File: src/lpmc_pkg.sv
// Package for the low power mode controller: register map, fields, states
package lpmc_pkg;

    // Register byte offsets
    localparam logic [4:0] OFS_MODE_CTRL   = 5'h00;
    localparam logic [4:0] OFS_DS_KEEP     = 5'h04;
    localparam logic [4:0] OFS_WAKE_START  = 5'h08;
    localparam logic [4:0] OFS_PERIPH_CLK  = 5'h0C;
    localparam logic [4:0] OFS_STATUS      = 5'h10;
    localparam logic [4:0] OFS_DMA_DS      = 5'h14;

    // Mode codes
    localparam logic [1:0] MODE_ACTIVE     = 2'h0;
    localparam logic [1:0] MODE_SLEEP      = 2'h1;
    localparam logic [1:0] MODE_DEEP_SLEEP = 2'h2;
    localparam logic [1:0] MODE_POWER_DOWN = 2'h3;

    // Mode control fields
    localparam int MODE_LSB    = 0;
    localparam int ARMED_BIT   = 2;

    // Deep-sleep keep fields
    localparam int KEEP_FRO_BIT    = 0;
    localparam int KEEP_RTCOSC_BIT = 1;
    localparam int KEEP_WDOSC_BIT  = 2;
    localparam int KEEP_BLK_LSB    = 8;
    localparam int KEEP_BLK_W      = 9;
    localparam int ANA_LSB         = 20;
    localparam int ANA_W           = 4;

    // Kept block order within the keep field
    localparam int BLK_PIN_INT  = 0;
    localparam int BLK_GRP_INT  = 1;
    localparam int BLK_USB      = 2;
    localparam int BLK_MIC      = 3;
    localparam int BLK_SERIAL   = 4;
    localparam int BLK_WDT      = 5;
    localparam int BLK_RTC      = 6;
    localparam int BLK_UTICK    = 7;
    localparam int BLK_BROWNOUT = 8;

    // Widths
    localparam int IRQ_W    = 32;
    localparam int PCLK_W   = 32;
    localparam int SYNC_W   = 6;

    // Synchronised input order
    localparam int SY_RST_PIN = 0;
    localparam int SY_RTC     = 1;
    localparam int SY_HW      = 2;
    localparam int SY_USART   = 3;
    localparam int SY_SPI     = 4;
    localparam int SY_I2C     = 5;

    // Wake cause codes
    localparam logic [2:0] CAUSE_NONE  = 3'h0;
    localparam logic [2:0] CAUSE_IRQ   = 3'h1;
    localparam logic [2:0] CAUSE_RST   = 3'h2;
    localparam logic [2:0] CAUSE_RTC   = 3'h3;
    localparam logic [2:0] CAUSE_HW    = 3'h4;
    localparam logic [2:0] CAUSE_SLAVE = 3'h5;

    // Reset values
    localparam logic [31:0] RST_WAKE_START = 32'h0000_0000;
    localparam logic [31:0] RST_PERIPH_CLK = 32'hFFFF_FFFF;

    typedef enum logic [2:0] {
        ST_ACTIVE,
        ST_SLEEP,
        ST_DEEP_SLEEP,
        ST_POWER_DOWN
    } lpmc_state_type;

endpackage

File: src/lpmc_sync_if.sv
// Interface between the controller and its input synchroniser
`timescale 1ns/10ps
interface lpmc_sync_if;
    import lpmc_pkg::*;
    logic              clk;
    logic              arst_n;
    logic [SYNC_W-1:0] raw;
    logic [SYNC_W-1:0] stable;
    logic              rst_n;

    modport sync (input clk, input arst_n, input raw, output stable, output rst_n);
    modport core (output clk, output arst_n, output raw, input stable, input rst_n);
endinterface

File: src/lpmc_ctrl.sv
// Low power mode controller with AHB-Lite register slave
`timescale 1ns/10ps
module lpmc_ctrl
    import lpmc_pkg::*;
(
    // Clock and reset
    input  wire logic              SYS_CLK_I,
    input  wire logic              ARST_N_I,
    // AHB-Lite slave
    input  wire logic              HSEL_I,
    input  wire logic [31:0]       HADDR_I,
    input  wire logic [1:0]        HTRANS_I,
    input  wire logic              HWRITE_I,
    input  wire logic [2:0]        HSIZE_I,
    input  wire logic [31:0]       HWDATA_I,
    input  wire logic              HREADY_I,
    output logic [31:0]            HRDATA_O,
    output logic                   HREADYOUT_O,
    output logic                   HRESP_O,
    // Processor side
    input  wire logic              CPU_WFI_I,
    input  wire logic [IRQ_W-1:0]  IRQ_PENDING_I,
    output logic                   CPU_CLK_EN_O,
    output logic                   CPU_WAKE_O,
    // Wake sources from pins and other domains
    input  wire logic              RST_PIN_N_I,
    input  wire logic              RTC_SECOND_ALARM_FLAG_I,
    input  wire logic              HW_ACTIVITY_WAKE_I,
    input  wire logic              USART_WAKE_I,
    input  wire logic              SPI_WAKE_I,
    input  wire logic              I2C_WAKE_I,
    // Serial operating modes
    input  wire logic              USART_SYNC_SLAVE_I,
    input  wire logic              USART_32K_MODE_I,
    input  wire logic              SPI_SLAVE_I,
    input  wire logic              I2C_SLAVE_I,
    // Clock and power controls
    output logic                   MAIN_CLK_EN_O,
    output logic [PCLK_W-1:0]      PERIPH_CLK_EN_O,
    output logic                   FRO_EN_O,
    output logic                   PLL_EN_O,
    output logic                   RTC_OSC_EN_O,
    output logic                   WD_OSC_EN_O,
    output logic                   FLASH_STANDBY_O,
    output logic                   FLASH_PWR_EN_O,
    output logic [ANA_W-1:0]       ANALOG_PWR_EN_O,
    output logic [KEEP_BLK_W-1:0]  BLOCK_RUN_EN_O,
    output logic                   DMA_EN_O,
    output logic                   CORE_PWR_EN_O,
    output logic                   RETAIN_O,
    output logic                   PIN_HOLD_O,
    output logic                   PIN_TRISTATE_O,
    output logic                   RTC_WAKE_IRQ_O
);

    typedef struct packed {
        lpmc_state_type          state;
        logic [1:0]              mode_sel;
        logic                    armed;
        logic                    keep_fro;
        logic                    keep_rtcosc;
        logic                    keep_wdosc;
        logic [KEEP_BLK_W-1:0]   keep_blk;
        logic [ANA_W-1:0]        ana_wake;
        logic [IRQ_W-1:0]        wake_start;
        logic [PCLK_W-1:0]       periph_en;
        logic                    dma_ds;
        logic [2:0]              cause;
        logic                    wake_pulse;
        logic                    rtc_irq;
        logic                    dp_valid;
        logic                    dp_write;
        logic [4:0]              dp_addr;
    } lpmc_state_reg_type;

    localparam lpmc_state_reg_type RESET_STATE = '{
        state:       ST_ACTIVE,
        mode_sel:    MODE_ACTIVE,
        armed:       1'b0,
        keep_fro:    1'b0,
        keep_rtcosc: 1'b0,
        keep_wdosc:  1'b0,
        keep_blk:    '0,
        ana_wake:    '0,
        wake_start:  RST_WAKE_START,
        periph_en:   RST_PERIPH_CLK,
        dma_ds:      1'b0,
        cause:       CAUSE_NONE,
        wake_pulse:  1'b0,
        rtc_irq:     1'b0,
        dp_valid:    1'b0,
        dp_write:    1'b0,
        dp_addr:     5'h00
    };

    lpmc_state_reg_type st_reg;
    lpmc_state_reg_type st_next;
    lpmc_sync_if        sy_if ();

    logic              rst_n;
    logic              rst_pin;
    logic              rtc_flag;
    logic              hw_wake;
    logic              serial_wake;
    logic              sleep_wake;
    logic              ds_wake;
    logic              dpd_wake;
    logic [2:0]        wake_cause;
    logic              addr_phase;

    // Input synchroniser and reset release
    assign sy_if.clk                = SYS_CLK_I;
    assign sy_if.arst_n             = ARST_N_I;
    assign sy_if.raw[SY_RST_PIN]    = ~RST_PIN_N_I;
    assign sy_if.raw[SY_RTC]        = RTC_SECOND_ALARM_FLAG_I;
    assign sy_if.raw[SY_HW]         = HW_ACTIVITY_WAKE_I;
    assign sy_if.raw[SY_USART]      = USART_WAKE_I;
    assign sy_if.raw[SY_SPI]        = SPI_WAKE_I;
    assign sy_if.raw[SY_I2C]        = I2C_WAKE_I;

    lpmc_sync u_sync (
        .sy (sy_if.sync)
    );

    assign rst_n    = sy_if.rst_n;
    assign rst_pin  = sy_if.stable[SY_RST_PIN];
    assign rtc_flag = sy_if.stable[SY_RTC];
    assign hw_wake  = sy_if.stable[SY_HW];

    // Map state to the software mode code
    function automatic logic [1:0] state_mode(input lpmc_state_type s);
        logic [1:0] m;
        m = MODE_ACTIVE;
        unique case (s)
            ST_ACTIVE:     m = MODE_ACTIVE;
            ST_SLEEP:      m = MODE_SLEEP;
            ST_DEEP_SLEEP: m = MODE_DEEP_SLEEP;
            ST_POWER_DOWN: m = MODE_POWER_DOWN;
        endcase
        return m;
    endfunction

    // Register read decode
    function automatic logic [31:0] reg_read(input lpmc_state_reg_type r, input logic [4:0] a);
        logic [31:0] d;
        d = 32'h0000_0000;
        unique case (a)
            OFS_MODE_CTRL: begin
                d[MODE_LSB +: 2] = r.mode_sel;
                d[ARMED_BIT]     = r.armed;
            end
            OFS_DS_KEEP: begin
                d[KEEP_FRO_BIT]               = r.keep_fro;
                d[KEEP_RTCOSC_BIT]            = r.keep_rtcosc;
                d[KEEP_WDOSC_BIT]             = r.keep_wdosc;
                d[KEEP_BLK_LSB +: KEEP_BLK_W] = r.keep_blk;
                d[ANA_LSB +: ANA_W]           = r.ana_wake;
            end
            OFS_WAKE_START: d = r.wake_start;
            OFS_PERIPH_CLK: d = r.periph_en;
            OFS_STATUS: begin
                d[1:0] = state_mode(r.state);
                d[4:2] = r.cause;
                d[5]   = r.rtc_irq;
            end
            OFS_DMA_DS:     d[0] = r.dma_ds;
            default:        d = 32'h0000_0000;
        endcase
        return d;
    endfunction

    // Serial slave or USART 32K mode wakes in deep-sleep
    assign serial_wake = (sy_if.stable[SY_USART] & (USART_SYNC_SLAVE_I | USART_32K_MODE_I))
                       | (sy_if.stable[SY_SPI] & SPI_SLAVE_I)
                       | (sy_if.stable[SY_I2C] & I2C_SLAVE_I);

    // Interrupt lines arrive already gated by the interrupt controller enables
    assign sleep_wake = (|IRQ_PENDING_I) | rst_pin | hw_wake | rtc_flag;
    assign ds_wake    = (|(IRQ_PENDING_I & st_reg.wake_start))
                      | rst_pin | hw_wake | serial_wake
                      | (rtc_flag & st_reg.keep_blk[BLK_RTC]);
    assign dpd_wake   = rst_pin | rtc_flag;

    // Wake cause priority
    always_comb begin
        wake_cause = CAUSE_IRQ;
        if (rst_pin) begin
            wake_cause = CAUSE_RST;
        end else if (rtc_flag) begin
            wake_cause = CAUSE_RTC;
        end else if (hw_wake) begin
            wake_cause = CAUSE_HW;
        end else if (serial_wake && st_reg.state == ST_DEEP_SLEEP) begin
            wake_cause = CAUSE_SLAVE;
        end
    end

    assign addr_phase = HSEL_I & HTRANS_I[1] & HREADY_I;

    always_comb begin
        st_next            = st_reg;
        st_next.wake_pulse = 1'b0;
        st_next.rtc_irq    = rtc_flag;

        // Address phase capture
        st_next.dp_valid = addr_phase;
        st_next.dp_write = addr_phase & HWRITE_I;
        st_next.dp_addr  = {HADDR_I[4:2], 2'b00};

        // Data phase write
        if (st_reg.dp_valid && st_reg.dp_write) begin
            unique case (st_reg.dp_addr)
                OFS_MODE_CTRL: begin
                    st_next.mode_sel = HWDATA_I[MODE_LSB +: 2];
                    st_next.armed    = HWDATA_I[ARMED_BIT];
                end
                OFS_DS_KEEP: begin
                    st_next.keep_fro    = HWDATA_I[KEEP_FRO_BIT];
                    st_next.keep_rtcosc = HWDATA_I[KEEP_RTCOSC_BIT];
                    st_next.keep_wdosc  = HWDATA_I[KEEP_WDOSC_BIT];
                    st_next.keep_blk    = HWDATA_I[KEEP_BLK_LSB +: KEEP_BLK_W];
                    st_next.ana_wake    = HWDATA_I[ANA_LSB +: ANA_W];
                end
                OFS_WAKE_START: st_next.wake_start = HWDATA_I;
                OFS_PERIPH_CLK: st_next.periph_en  = HWDATA_I;
                OFS_DMA_DS:     st_next.dma_ds     = HWDATA_I[0];
                default: begin
                end
            endcase
        end

        // Mode sequencing
        unique case (st_reg.state)
            ST_ACTIVE: begin
                if (st_reg.armed && CPU_WFI_I && st_reg.mode_sel != MODE_ACTIVE) begin
                    st_next.armed = 1'b0;
                    unique case (st_reg.mode_sel)
                        MODE_SLEEP:      st_next.state = ST_SLEEP;
                        MODE_DEEP_SLEEP: st_next.state = ST_DEEP_SLEEP;
                        MODE_POWER_DOWN: st_next.state = ST_POWER_DOWN;
                        default:         st_next.state = ST_ACTIVE;
                    endcase
                end
            end
            ST_SLEEP: begin
                if (sleep_wake) begin
                    st_next.state      = ST_ACTIVE;
                    st_next.wake_pulse = 1'b1;
                    st_next.cause      = wake_cause;
                end
            end
            ST_DEEP_SLEEP: begin
                if (ds_wake) begin
                    st_next.state      = ST_ACTIVE;
                    st_next.wake_pulse = 1'b1;
                    st_next.cause      = wake_cause;
                end
            end
            ST_POWER_DOWN: begin
                if (dpd_wake) begin
                    // Nothing survives power-down but the wake cause
                    st_next            = RESET_STATE;
                    st_next.rtc_irq    = rtc_flag;
                    st_next.wake_pulse = 1'b1;
                    st_next.cause      = rst_pin ? CAUSE_RST : CAUSE_RTC;
                end
            end
        endcase
    end

    always_ff @(posedge SYS_CLK_I or negedge rst_n) begin
        if (!rst_n) begin
            st_reg <= RESET_STATE;
        end else begin
            st_reg <= st_next;
        end
    end

    // Bus answers: zero wait, always OKAY
    assign HREADYOUT_O = 1'b1;
    assign HRESP_O     = 1'b0;
    assign HRDATA_O    = (st_reg.dp_valid && !st_reg.dp_write) ? reg_read(st_reg, st_reg.dp_addr) : 32'h0000_0000;

    // Power and clock outputs
    always_comb begin
        CPU_CLK_EN_O    = 1'b1;
        MAIN_CLK_EN_O   = 1'b1;
        PERIPH_CLK_EN_O = st_reg.periph_en;
        FRO_EN_O        = 1'b1;
        PLL_EN_O        = 1'b1;
        RTC_OSC_EN_O    = 1'b1;
        WD_OSC_EN_O     = 1'b1;
        FLASH_STANDBY_O = 1'b0;
        FLASH_PWR_EN_O  = 1'b1;
        ANALOG_PWR_EN_O = '1;
        BLOCK_RUN_EN_O  = '1;
        DMA_EN_O        = 1'b1;
        CORE_PWR_EN_O   = 1'b1;
        RETAIN_O        = 1'b0;
        PIN_HOLD_O      = 1'b0;
        PIN_TRISTATE_O  = 1'b0;
        unique case (st_reg.state)
            ST_ACTIVE: begin
            end
            ST_SLEEP: begin
                CPU_CLK_EN_O = 1'b0;
                RETAIN_O     = 1'b1;
                PIN_HOLD_O   = 1'b1;
            end
            ST_DEEP_SLEEP: begin
                CPU_CLK_EN_O    = 1'b0;
                MAIN_CLK_EN_O   = 1'b0;
                PERIPH_CLK_EN_O = '0;
                FRO_EN_O        = st_reg.keep_fro;
                PLL_EN_O        = 1'b0;
                RTC_OSC_EN_O    = st_reg.keep_rtcosc;
                WD_OSC_EN_O     = st_reg.keep_wdosc;
                FLASH_STANDBY_O = 1'b1;
                ANALOG_PWR_EN_O = st_reg.ana_wake;
                BLOCK_RUN_EN_O  = st_reg.keep_blk;
                DMA_EN_O        = st_reg.dma_ds;
                RETAIN_O        = 1'b1;
                PIN_HOLD_O      = 1'b1;
            end
            ST_POWER_DOWN: begin
                CPU_CLK_EN_O    = 1'b0;
                MAIN_CLK_EN_O   = 1'b0;
                PERIPH_CLK_EN_O = '0;
                FRO_EN_O        = 1'b0;
                PLL_EN_O        = 1'b0;
                RTC_OSC_EN_O    = st_reg.keep_rtcosc;
                WD_OSC_EN_O     = 1'b0;
                FLASH_PWR_EN_O  = 1'b0;
                ANALOG_PWR_EN_O = '0;
                BLOCK_RUN_EN_O  = '0;
                DMA_EN_O        = 1'b0;
                CORE_PWR_EN_O   = 1'b0;
                PIN_TRISTATE_O  = 1'b1;
            end
        endcase
    end

    assign CPU_WAKE_O     = st_reg.wake_pulse;
    assign RTC_WAKE_IRQ_O = st_reg.rtc_irq;

endmodule // lpmc_ctrl

File: src/lpmc_sync.sv
// Reset release and three-stage input synchroniser
`timescale 1ns/10ps
module lpmc_sync
    import lpmc_pkg::*;
(
    lpmc_sync_if.sync sy
);

    typedef struct packed {
        logic [1:0]        rst_sh;
        logic [SYNC_W-1:0] s1;
        logic [SYNC_W-1:0] s2;
        logic [SYNC_W-1:0] s3;
        logic [SYNC_W-1:0] stable;
    } lpmc_sync_state_type;

    lpmc_sync_state_type st_reg;
    lpmc_sync_state_type st_next;
    logic [SYNC_W-1:0]   agree_val;

    // Accept a change once stages two and three agree
    genvar g;
    generate
        for (g = 0; g < SYNC_W; g++) begin : g_agree
            assign agree_val[g] = (st_reg.s2[g] == st_reg.s3[g]) ? st_reg.s3[g] : st_reg.stable[g];
        end
    endgenerate

    always_comb begin
        st_next        = st_reg;
        st_next.rst_sh = {st_reg.rst_sh[0], 1'b1};
        st_next.s1     = sy.raw;
        st_next.s2     = st_reg.s1;
        st_next.s3     = st_reg.s2;
        st_next.stable = agree_val;
    end

    always_ff @(posedge sy.clk or negedge sy.arst_n) begin
        if (!sy.arst_n) begin
            st_reg <= '0;
        end else begin
            st_reg <= st_next;
        end
    end

    assign sy.rst_n  = st_reg.rst_sh[1];
    assign sy.stable = st_reg.stable;

endmodule // lpmc_sync

File: config.mk
export PLATFORM = sky130hd
export DESIGN_NAME = lpmc_ctrl
export DESIGN_NICKNAME = d
export VERILOG_FILES = /design/src/lpmc_pkg.sv /design/src/lpmc_sync_if.sv /design/src/lpmc_ctrl.sv /design/src/lpmc_sync.sv
export SDC_FILE = /design/constraint.sdc
export NUM_CORES = 1
export LEC_CHECK = 0
export BUFFER_PORTS_ARGS = -buffer_cell sky130_fd_sc_hd__clkbuf_2
export CAP_MARGIN = 5
export CORE_MARGIN = 1
export CORE_UTILIZATION = 27
export DETAILED_ROUTE_END_ITERATION = 12
export GPL_TIMING_DRIVEN = 1
export PLACE_DENSITY = 0.57
export SETUP_SLACK_MARGIN = 0.05
export SLEW_MARGIN = 20
export SYNTH_ARGS = -nofsm -noshare
export SYNTH_HDL_FRONTEND = slang
export SYNTH_HIERARCHICAL = 1
export SYNTH_SLANG_ARGS = --single-unit
File: constraint.sdc
create_clock -name SYS_CLK_I -period 4.75 [get_ports SYS_CLK_I]
set_input_delay 0.475 -clock SYS_CLK_I [delete_from_list [all_inputs] [get_ports SYS_CLK_I]]
set_output_delay 0.475 -clock SYS_CLK_I [all_outputs]
set_load 0.01 [all_outputs]
## Word level (Yosys, flattened, before mapping)

Index checks and enable logic that the tools add are counted.

| word-level totals | value |
|---|---|
| register bits after elaboration | 125 |
| input bits | 117 |
| output and inout port bits | 94 |
| word-level logic and storage cells | 133 |

| operators by class | value |
|---|---|
| equal/unequal tests | 21 |
| muxes and demuxes | 48 |
| bitwise gates (word level) | 20 |
| reduce and logical (&&, ||, !) cells | 17 |

Operator list:

| kind | number |
|---|---|
| 2-to-1 mux 32 bit | 4 |
| 2-to-1 mux 99 bit | 1 |
| 2-to-1 mux 84 bit | 1 |
| 2-to-1 mux 81 bit | 1 |
| OR reduction 32 bit | 2 |
| AND 32 bit | 1 |
| one-hot mux 9 bit (3 select lines) | 1 |
| 2-to-1 mux 3 bit | 8 |
| one-hot mux 4 bit (3 select lines) | 2 |
| one-hot mux 9 bit (2 select lines) | 1 |
| 2-to-1 mux 16 bit | 1 |
| one-hot mux 8 bit (2 select lines) | 1 |
| one-hot mux 3 bit (4 select lines) | 1 |
| OR 1 bit | 11 |
| == test 5 x 4 -> 1 bit (second input constant) | 2 |
| == test 5 bit (second input constant) | 2 |
| 2-to-1 mux 1 bit | 10 |
| one-hot mux 2 bit (5 select lines) | 1 |
| one-hot mux 3 bit (3 select lines) | 1 |
| 2-to-1 mux 4 bit | 2 |
| 2-to-1 mux 8 bit | 1 |
| != test 2 bit (second input constant) | 4 |
| one-hot mux 1 bit (2 select lines) | 4 |
| one-hot mux 2 bit (4 select lines) | 1 |
| 23 further kinds | 42 |

## Logic depth before layout (Yosys ltp)

| logic depth | value |
|---|---|
| depth in word-level cells | 11 |
| depth in mapped cells | 8 |
| depth with buffers taken out | 7 |

## Hierarchy

Netlist, hierarchy kept.

By module, submodules not included:

| module | times used | cells an instance | area each (um^2) | sequential area each (um^2) |
|---|---|---|---|---|
| lpmc_ctrl | 1 | 651 | 5461.5 | 2442.3 |
| lpmc_sync | 1 | 39 | 767.0 | 650.6 |

## Least setup slack after synthesis

OpenSTA, ideal clock, no wires.

| path | value |
|---|---|
| path type | flip-flop to output port |
| start point | register, netlist name st_reg[96] |
| end point | output port PLL_EN_O |
| data arrival time | 1788 ps |
| required time | 4275 ps |
| path slack | 2487 ps |
| cell stages (with the launch flop) | 7 |
| path buffers | 4 |
| path through | dfrtp_1 > ha_1 > clkbuf_1 > nor2_1 > clkbuf_1 > clkbuf_1 > buf_4 |

RTL lines:

| item | RTL line | source |
|---|---|---|
| to (decl) | lpmc_ctrl.sv:41 | `output logic PLL_EN_O,` |

==> flow_summary.html <==
<table>
<tr><th>Metric</th><th>Value</th></tr>
<tr><th colspan="2">Run status</th></tr>
<tr><td>Status</td><td>finished clean</td></tr>
<tr><th colspan="2">Clocking</th></tr>
<tr><td>Post CTS Setup Buffer Count</td><td>0</td></tr>
<tr><td>TritonCTS Buffers</td><td>17</td></tr>
<tr><td>Number of buffers inserted by hold repair at cts</td><td>0</td></tr>
<tr><td>Clock-pin slew on the worst setup and hold paths</td><td>about 60 ps</td></tr>
<tr><td>CTS tree</td><td>done</td></tr>
<tr><td>CTS Sinks</td><td>between 100 and 150</td></tr>
<tr><td>Maximum count of clock buffers along a single path</td><td>2</td></tr>
<tr><td>Root cell of the clock tree</td><td>sky130_fd_sc_hd__clkbuf_16</td></tr>
<tr><td>Skew-Pair Late Insertion Delay</td><td>roughly 420 ps</td></tr>
<tr><td>Resized Gates After CTS</td><td>0</td></tr>
<tr><td>Deepest level of the CTS H-tree</td><td>4</td></tr>
<tr><th colspan="2">Placed design</th></tr>
<tr><td>Weighted congestion reported at the end of routability-driven placement</td><td>around 0.85</td></tr>
<tr><td>Final HPWL from detailed placement</td><td>16,100 µm</td></tr>
<tr><td>Placed cell count</td><td>roughly 1.1k</td></tr>
<tr><td>Post-placement worst setup slack</td><td>1940 ps</td></tr>
<tr><td>Count of buffers from port buffering</td><td>~180</td></tr>
<tr><th colspan="2">Final layout</th></tr>
<tr><td>Final nets</td><td>a little under 1k</td></tr>
<tr><td>Number of antenna diodes</td><td>0</td></tr>
<tr><td>Share of final-layout standard cells stronger than drive strength 1</td><td>around a third</td></tr>
<tr><td>Max reg flops</td><td>94</td></tr>
<tr><td>Area growth from synthesis to layout</td><td>27.3%</td></tr>
<tr><td>Final cell count without fillers</td><td>~1.1k</td></tr>
<tr><td>Footprint of the multi-input gates</td><td>2870 µm²</td></tr>
<tr><td>Fillers</td><td>between 2k and 2.5k</td></tr>
<tr><td>Area of all sequential standard cells</td><td>slightly above 3000 µm²</td></tr>
<tr><th colspan="2">Timing</th></tr>
<tr><td>Setup violators final</td><td>0</td></tr>
<tr><td>Hold Vio Cnt, Final</td><td>0</td></tr>
<tr><td>Worst slew margin</td><td>39.1%</td></tr>
<tr><td>Peak Freq</td><td>about 0.3 GHz</td></tr>
<tr><td>Final worst-path cycle share</td><td>approximately 69%</td></tr>
<tr><td>Final TNS setup</td><td>0 ps</td></tr>
<tr><td>Slew @ Worst Pin</td><td>slightly above 900 ps</td></tr>
<tr><td>Clock Skew</td><td>approximately 14 ps</td></tr>
<tr><td>RSZ-0062 raised after global routing</td><td>no</td></tr>
<tr><td>Final number of max-transition violations</td><td>0</td></tr>
<tr><td>Shortest clock period the worst path allows after layout</td><td>3260 ps</td></tr>
<tr><td>Fin worst setup slack</td><td>approximately 1500 ps</td></tr>
<tr><th colspan="2">Die</th></tr>
<tr><td>Initial Utilization</td><td>about 28%</td></tr>
<tr><td>Ports placed on the boundary</td><td>about 210</td></tr>
<tr><td>Y dimension of the die</td><td>~150 µm</td></tr>
<tr><td>Area of the die</td><td>23,700 µm²</td></tr>
<tr><td>Horiz. Die Dim</td><td>about 150 µm</td></tr>
<tr><td>Core Region</td><td>roughly 23,000 µm²</td></tr>
<tr><td>Rows</td><td>55</td></tr>
<tr><th colspan="2">Logic synthesis</th></tr>
<tr><td>Cell area after synthesis</td><td>6230 µm²</td></tr>
<tr><td>Number of instances in the synthesized netlist</td><td>between 600 and 700</td></tr>
<tr><td>Number of synthesis warnings</td><td>6</td></tr>
<tr><td>Cell taking the most area after synthesis</td><td>sky130_fd_sc_hd__dfrtp_1</td></tr>
<tr><td>Post-Synthesis Net Count</td><td>812</td></tr>
<tr><td>Part of the Yosys area used for sequential elements</td><td>49.7%</td></tr>
<tr><td>Synth area leaders</td><td>sky130_fd_sc_hd__dfrtp_1, sky130_fd_sc_hd__dfstp_2, sky130_fd_sc_hd__nand2_1</td></tr>
<tr><td>Per-instance average area after synthesis</td><td>~9 µm²</td></tr>
<tr><td>Post-synthesis cell type count</td><td>45</td></tr>
<tr><td>Share of flip-flops with an asynchronous set or reset after synthesis</td><td>100%</td></tr>
<tr><td>Area fraction of the dominant cell type after synthesis</td><td>about 36%</td></tr>
<tr><td>Number of synthesized register bits</td><td>122</td></tr>
<tr><td>Most common flop cell mapped by yosys</td><td>sky130_fd_sc_hd__dfrtp_1</td></tr>
<tr><td>Count of flip-flops with a built-in enable after synthesis</td><td>0</td></tr>
<tr><th colspan="2">Worst setup path</th></tr>
<tr><td>Most frequent cell on the critical path</td><td>sky130_fd_sc_hd__nor2_1</td></tr>
<tr><td>Cell with the largest stage delay on the worst path</td><td>sky130_fd_sc_hd__dfrtp_1</td></tr>
<tr><td>Nature of the critical path startpoint</td><td>flop</td></tr>
<tr><td>Critical path, cell by cell</td><td>nor2_1 -&gt; or3_1 -&gt; nor2_1 -&gt; clkbuf_2</td></tr>
<tr><td>Crit Path Category</td><td>flop to output port</td></tr>
<tr><td>Critical path arrival</td><td>2790 ps</td></tr>
<tr><td>Sum of buffers and inverters on the critical path</td><td>1</td></tr>
<tr><td>Sort of element at the end of the critical path</td><td>output port</td></tr>
<tr><td>Crit path max fanout</td><td>23</td></tr>
<tr><td>Data required, critical path</td><td>approximately 4300 ps</td></tr>
<tr><td>Top delay family on crit path</td><td>simple AND/OR/NAND/NOR gates</td></tr>
<tr><td>Max stage delay on crit path</td><td>approximately 940 ps</td></tr>
<tr><th colspan="2">Routing</th></tr>
<tr><td>Wire length per cell after detailed routing</td><td>approximately 19 µm</td></tr>
<tr><td>Via count</td><td>5,736</td></tr>
<tr><td>Number of nets with antenna violations after routing</td><td>0</td></tr>
<tr><td>Detail-routed via count per cell</td><td>between 5 and 6</td></tr>
<tr><td>First-iteration detailed-routing DRC count</td><td>between 400 and 500</td></tr>
<tr><td>Count of unresolved DRC violations after routing</td><td>0</td></tr>
<tr><td>Total Wirelength</td><td>approximately 22,000 µm</td></tr>
<tr><td>Drt pass-1 iters</td><td>7</td></tr>
<tr><th colspan="2">Pwr</th></tr>
<tr><td>Reg power frac</td><td>38.7%</td></tr>
<tr><td>Share of power burned in combinational logic</td><td>between 20% and 30%</td></tr>
<tr><td>Overall Power</td><td>around 3600 µW</td></tr>
<tr><td>Psw</td><td>approximately 1100 µW</td></tr>
<tr><td>Clock power share</td><td>between 30% and 40%</td></tr>
<tr><td>Share of total power consumed by net switching</td><td>roughly a third</td></tr>
<tr><td>Maximum VDD drop</td><td>between 200 and 250 µV</td></tr>
<tr><td>Internal portion of total power</td><td>approximately 2400 µW</td></tr>
<tr><td>Reported leakage power</td><td>around 0.0037 µW</td></tr>
<tr><td>Power per Cell Area</td><td>around 450 nW/µm²</td></tr>
<tr><th colspan="2">Global routing</th></tr>
<tr><td>Via count of the first global-routing pass</td><td>roughly 5.7k</td></tr>
<tr><td>Residual overflow from global routing</td><td>0</td></tr>
<tr><td>Wire length of the first global-routing pass</td><td>between 30,000 and 40,000 µm</td></tr>
<tr><td>Initial antenna violation count</td><td>1</td></tr>
<tr><td>Global Route Usage Sum</td><td>about a fifth</td></tr>
<tr><td>Maximum number of pins on one net before global-route repair</td><td>50</td></tr>
<tr><th colspan="2">Hold path</th></tr>
<tr><td>Path class of the lowest-slack min-delay path</td><td>input port to async pin</td></tr>
<tr><th colspan="2">Run</th></tr>
<tr><td>Max-Cap Viols</td><td>0</td></tr>
</table>
cell usage after synthesis (all sizes together) (11+ instances only):
cell type and instances:
nand2 171, dfrtp 90, a21oi 54, nor2 49, and2 37, nand3 37
a22oi 34, clkbuf 34, dfstp 32, mux2i 25, buf 22, mux2 17
a21o 15, nor4 11
cells in the final DEF (no fill, tap or decap), drive strengths merged, types with 6 or more instances in the layout:
| cell | synthesis | layout |
|---|---|---|
| clkbuf | 34 | 201 |
| nand2 | 171 | 171 |
| dfrtp | 90 | 90 |
| a21oi | 54 | 54 |
| nor2 | 49 | 49 |
| nand3 | 37 | 37 |
| and2 | 37 | 37 |
| a22oi | 34 | 34 |
| dfstp | 32 | 32 |
| mux2i | 25 | 25 |
| mux2 | 17 | 17 |
| a21o | 15 | 15 |
| buf | 22 | 13 |
| nor4 | 11 | 11 |
| inv | 9 | 9 |
| nor3 | 9 | 9 |
| maj3 | 6 | 6 |
worst paths after layout:
check	startpoint	end	slack, ps	cells past startpoint
max	st_reg[3]$_DFF_PN0_	HRDATA_O[23]	1490	4
min	ARST_N_I	u_sync/st_next[13]$_DFF_PN0_	70	1
max reg2reg	st_reg[2]$_DFF_PN0_	st_reg[42]$_DFF_PN1_	2040	6
min reg2reg	u_sync/sy.rst_n$_DFF_PN0_	CPU_WAKE_O$_DFF_PN0_	340	0
max in group asynchronous	u_sync/sy.rst_n$_DFF_PN0_	st_reg[76]$_DFF_PN0_	3270	1
min in group SYS_CLK_I	RTC_SECOND_ALARM_FLAG_I	u_sync/st_next[13]$_DFF_PN0_	160	1
routing by layer:
layer | global-route usage (%) | share of wire, % | vias up
met3 | 5.75 | 9.3 | 33
li1 | - | - | 2631
met5 | 0 | 0 | -
met2 | 28.6 | 44 | 264
met1 | 26.3 | 44 | 2808
met4 | 7.57 | 2.7 | 0
power by group through the flow:
stage / Sequential, µW / Combinational [µW] / Clock [µW]
floorplan: 1300 / 572 / 0
global placement: 1380 / 860 / 0
detailed placement: 1390 / 871 / 0
CTS: 1370 / 878 / 1330
global route: 1400 / 961 / 1380
finish: 1370 / 870 / 1310
logic make-up after synthesis:
logic type,synth area share (%)
AOI/OAI and AO/OA,12.3
adders and majority gates,2.09
buffers and inverters,4.76
DFF,49.7
muxes,7.15
other,0.181
and+or+nand+nor,23.8
metrics by stage:
stage | hold WS [ps] | cell area [µm²] | utilization [%]
after floorplan | 179 | 6230 | -
after global placement | 332 | 7330 | 32.4
after detailed placement | 336 | 7330 | 32.4
after CTS | 81.1 | 7930 | 35.0
after global routing | 108 | 7930 | 35.0
final | 65.4 | 7930 | 35.0
layout make-up:
cell class	instances	share of cell area [%]
sequential	122	39.1
multi-input combinational	503	36.2
timing repair buffer	188	12.3
clock buffer	26	6.42
tap	285	4.50
clock inverter	6	1.12
inverter	9	0.426
Power figures use the tool's default switching activity.
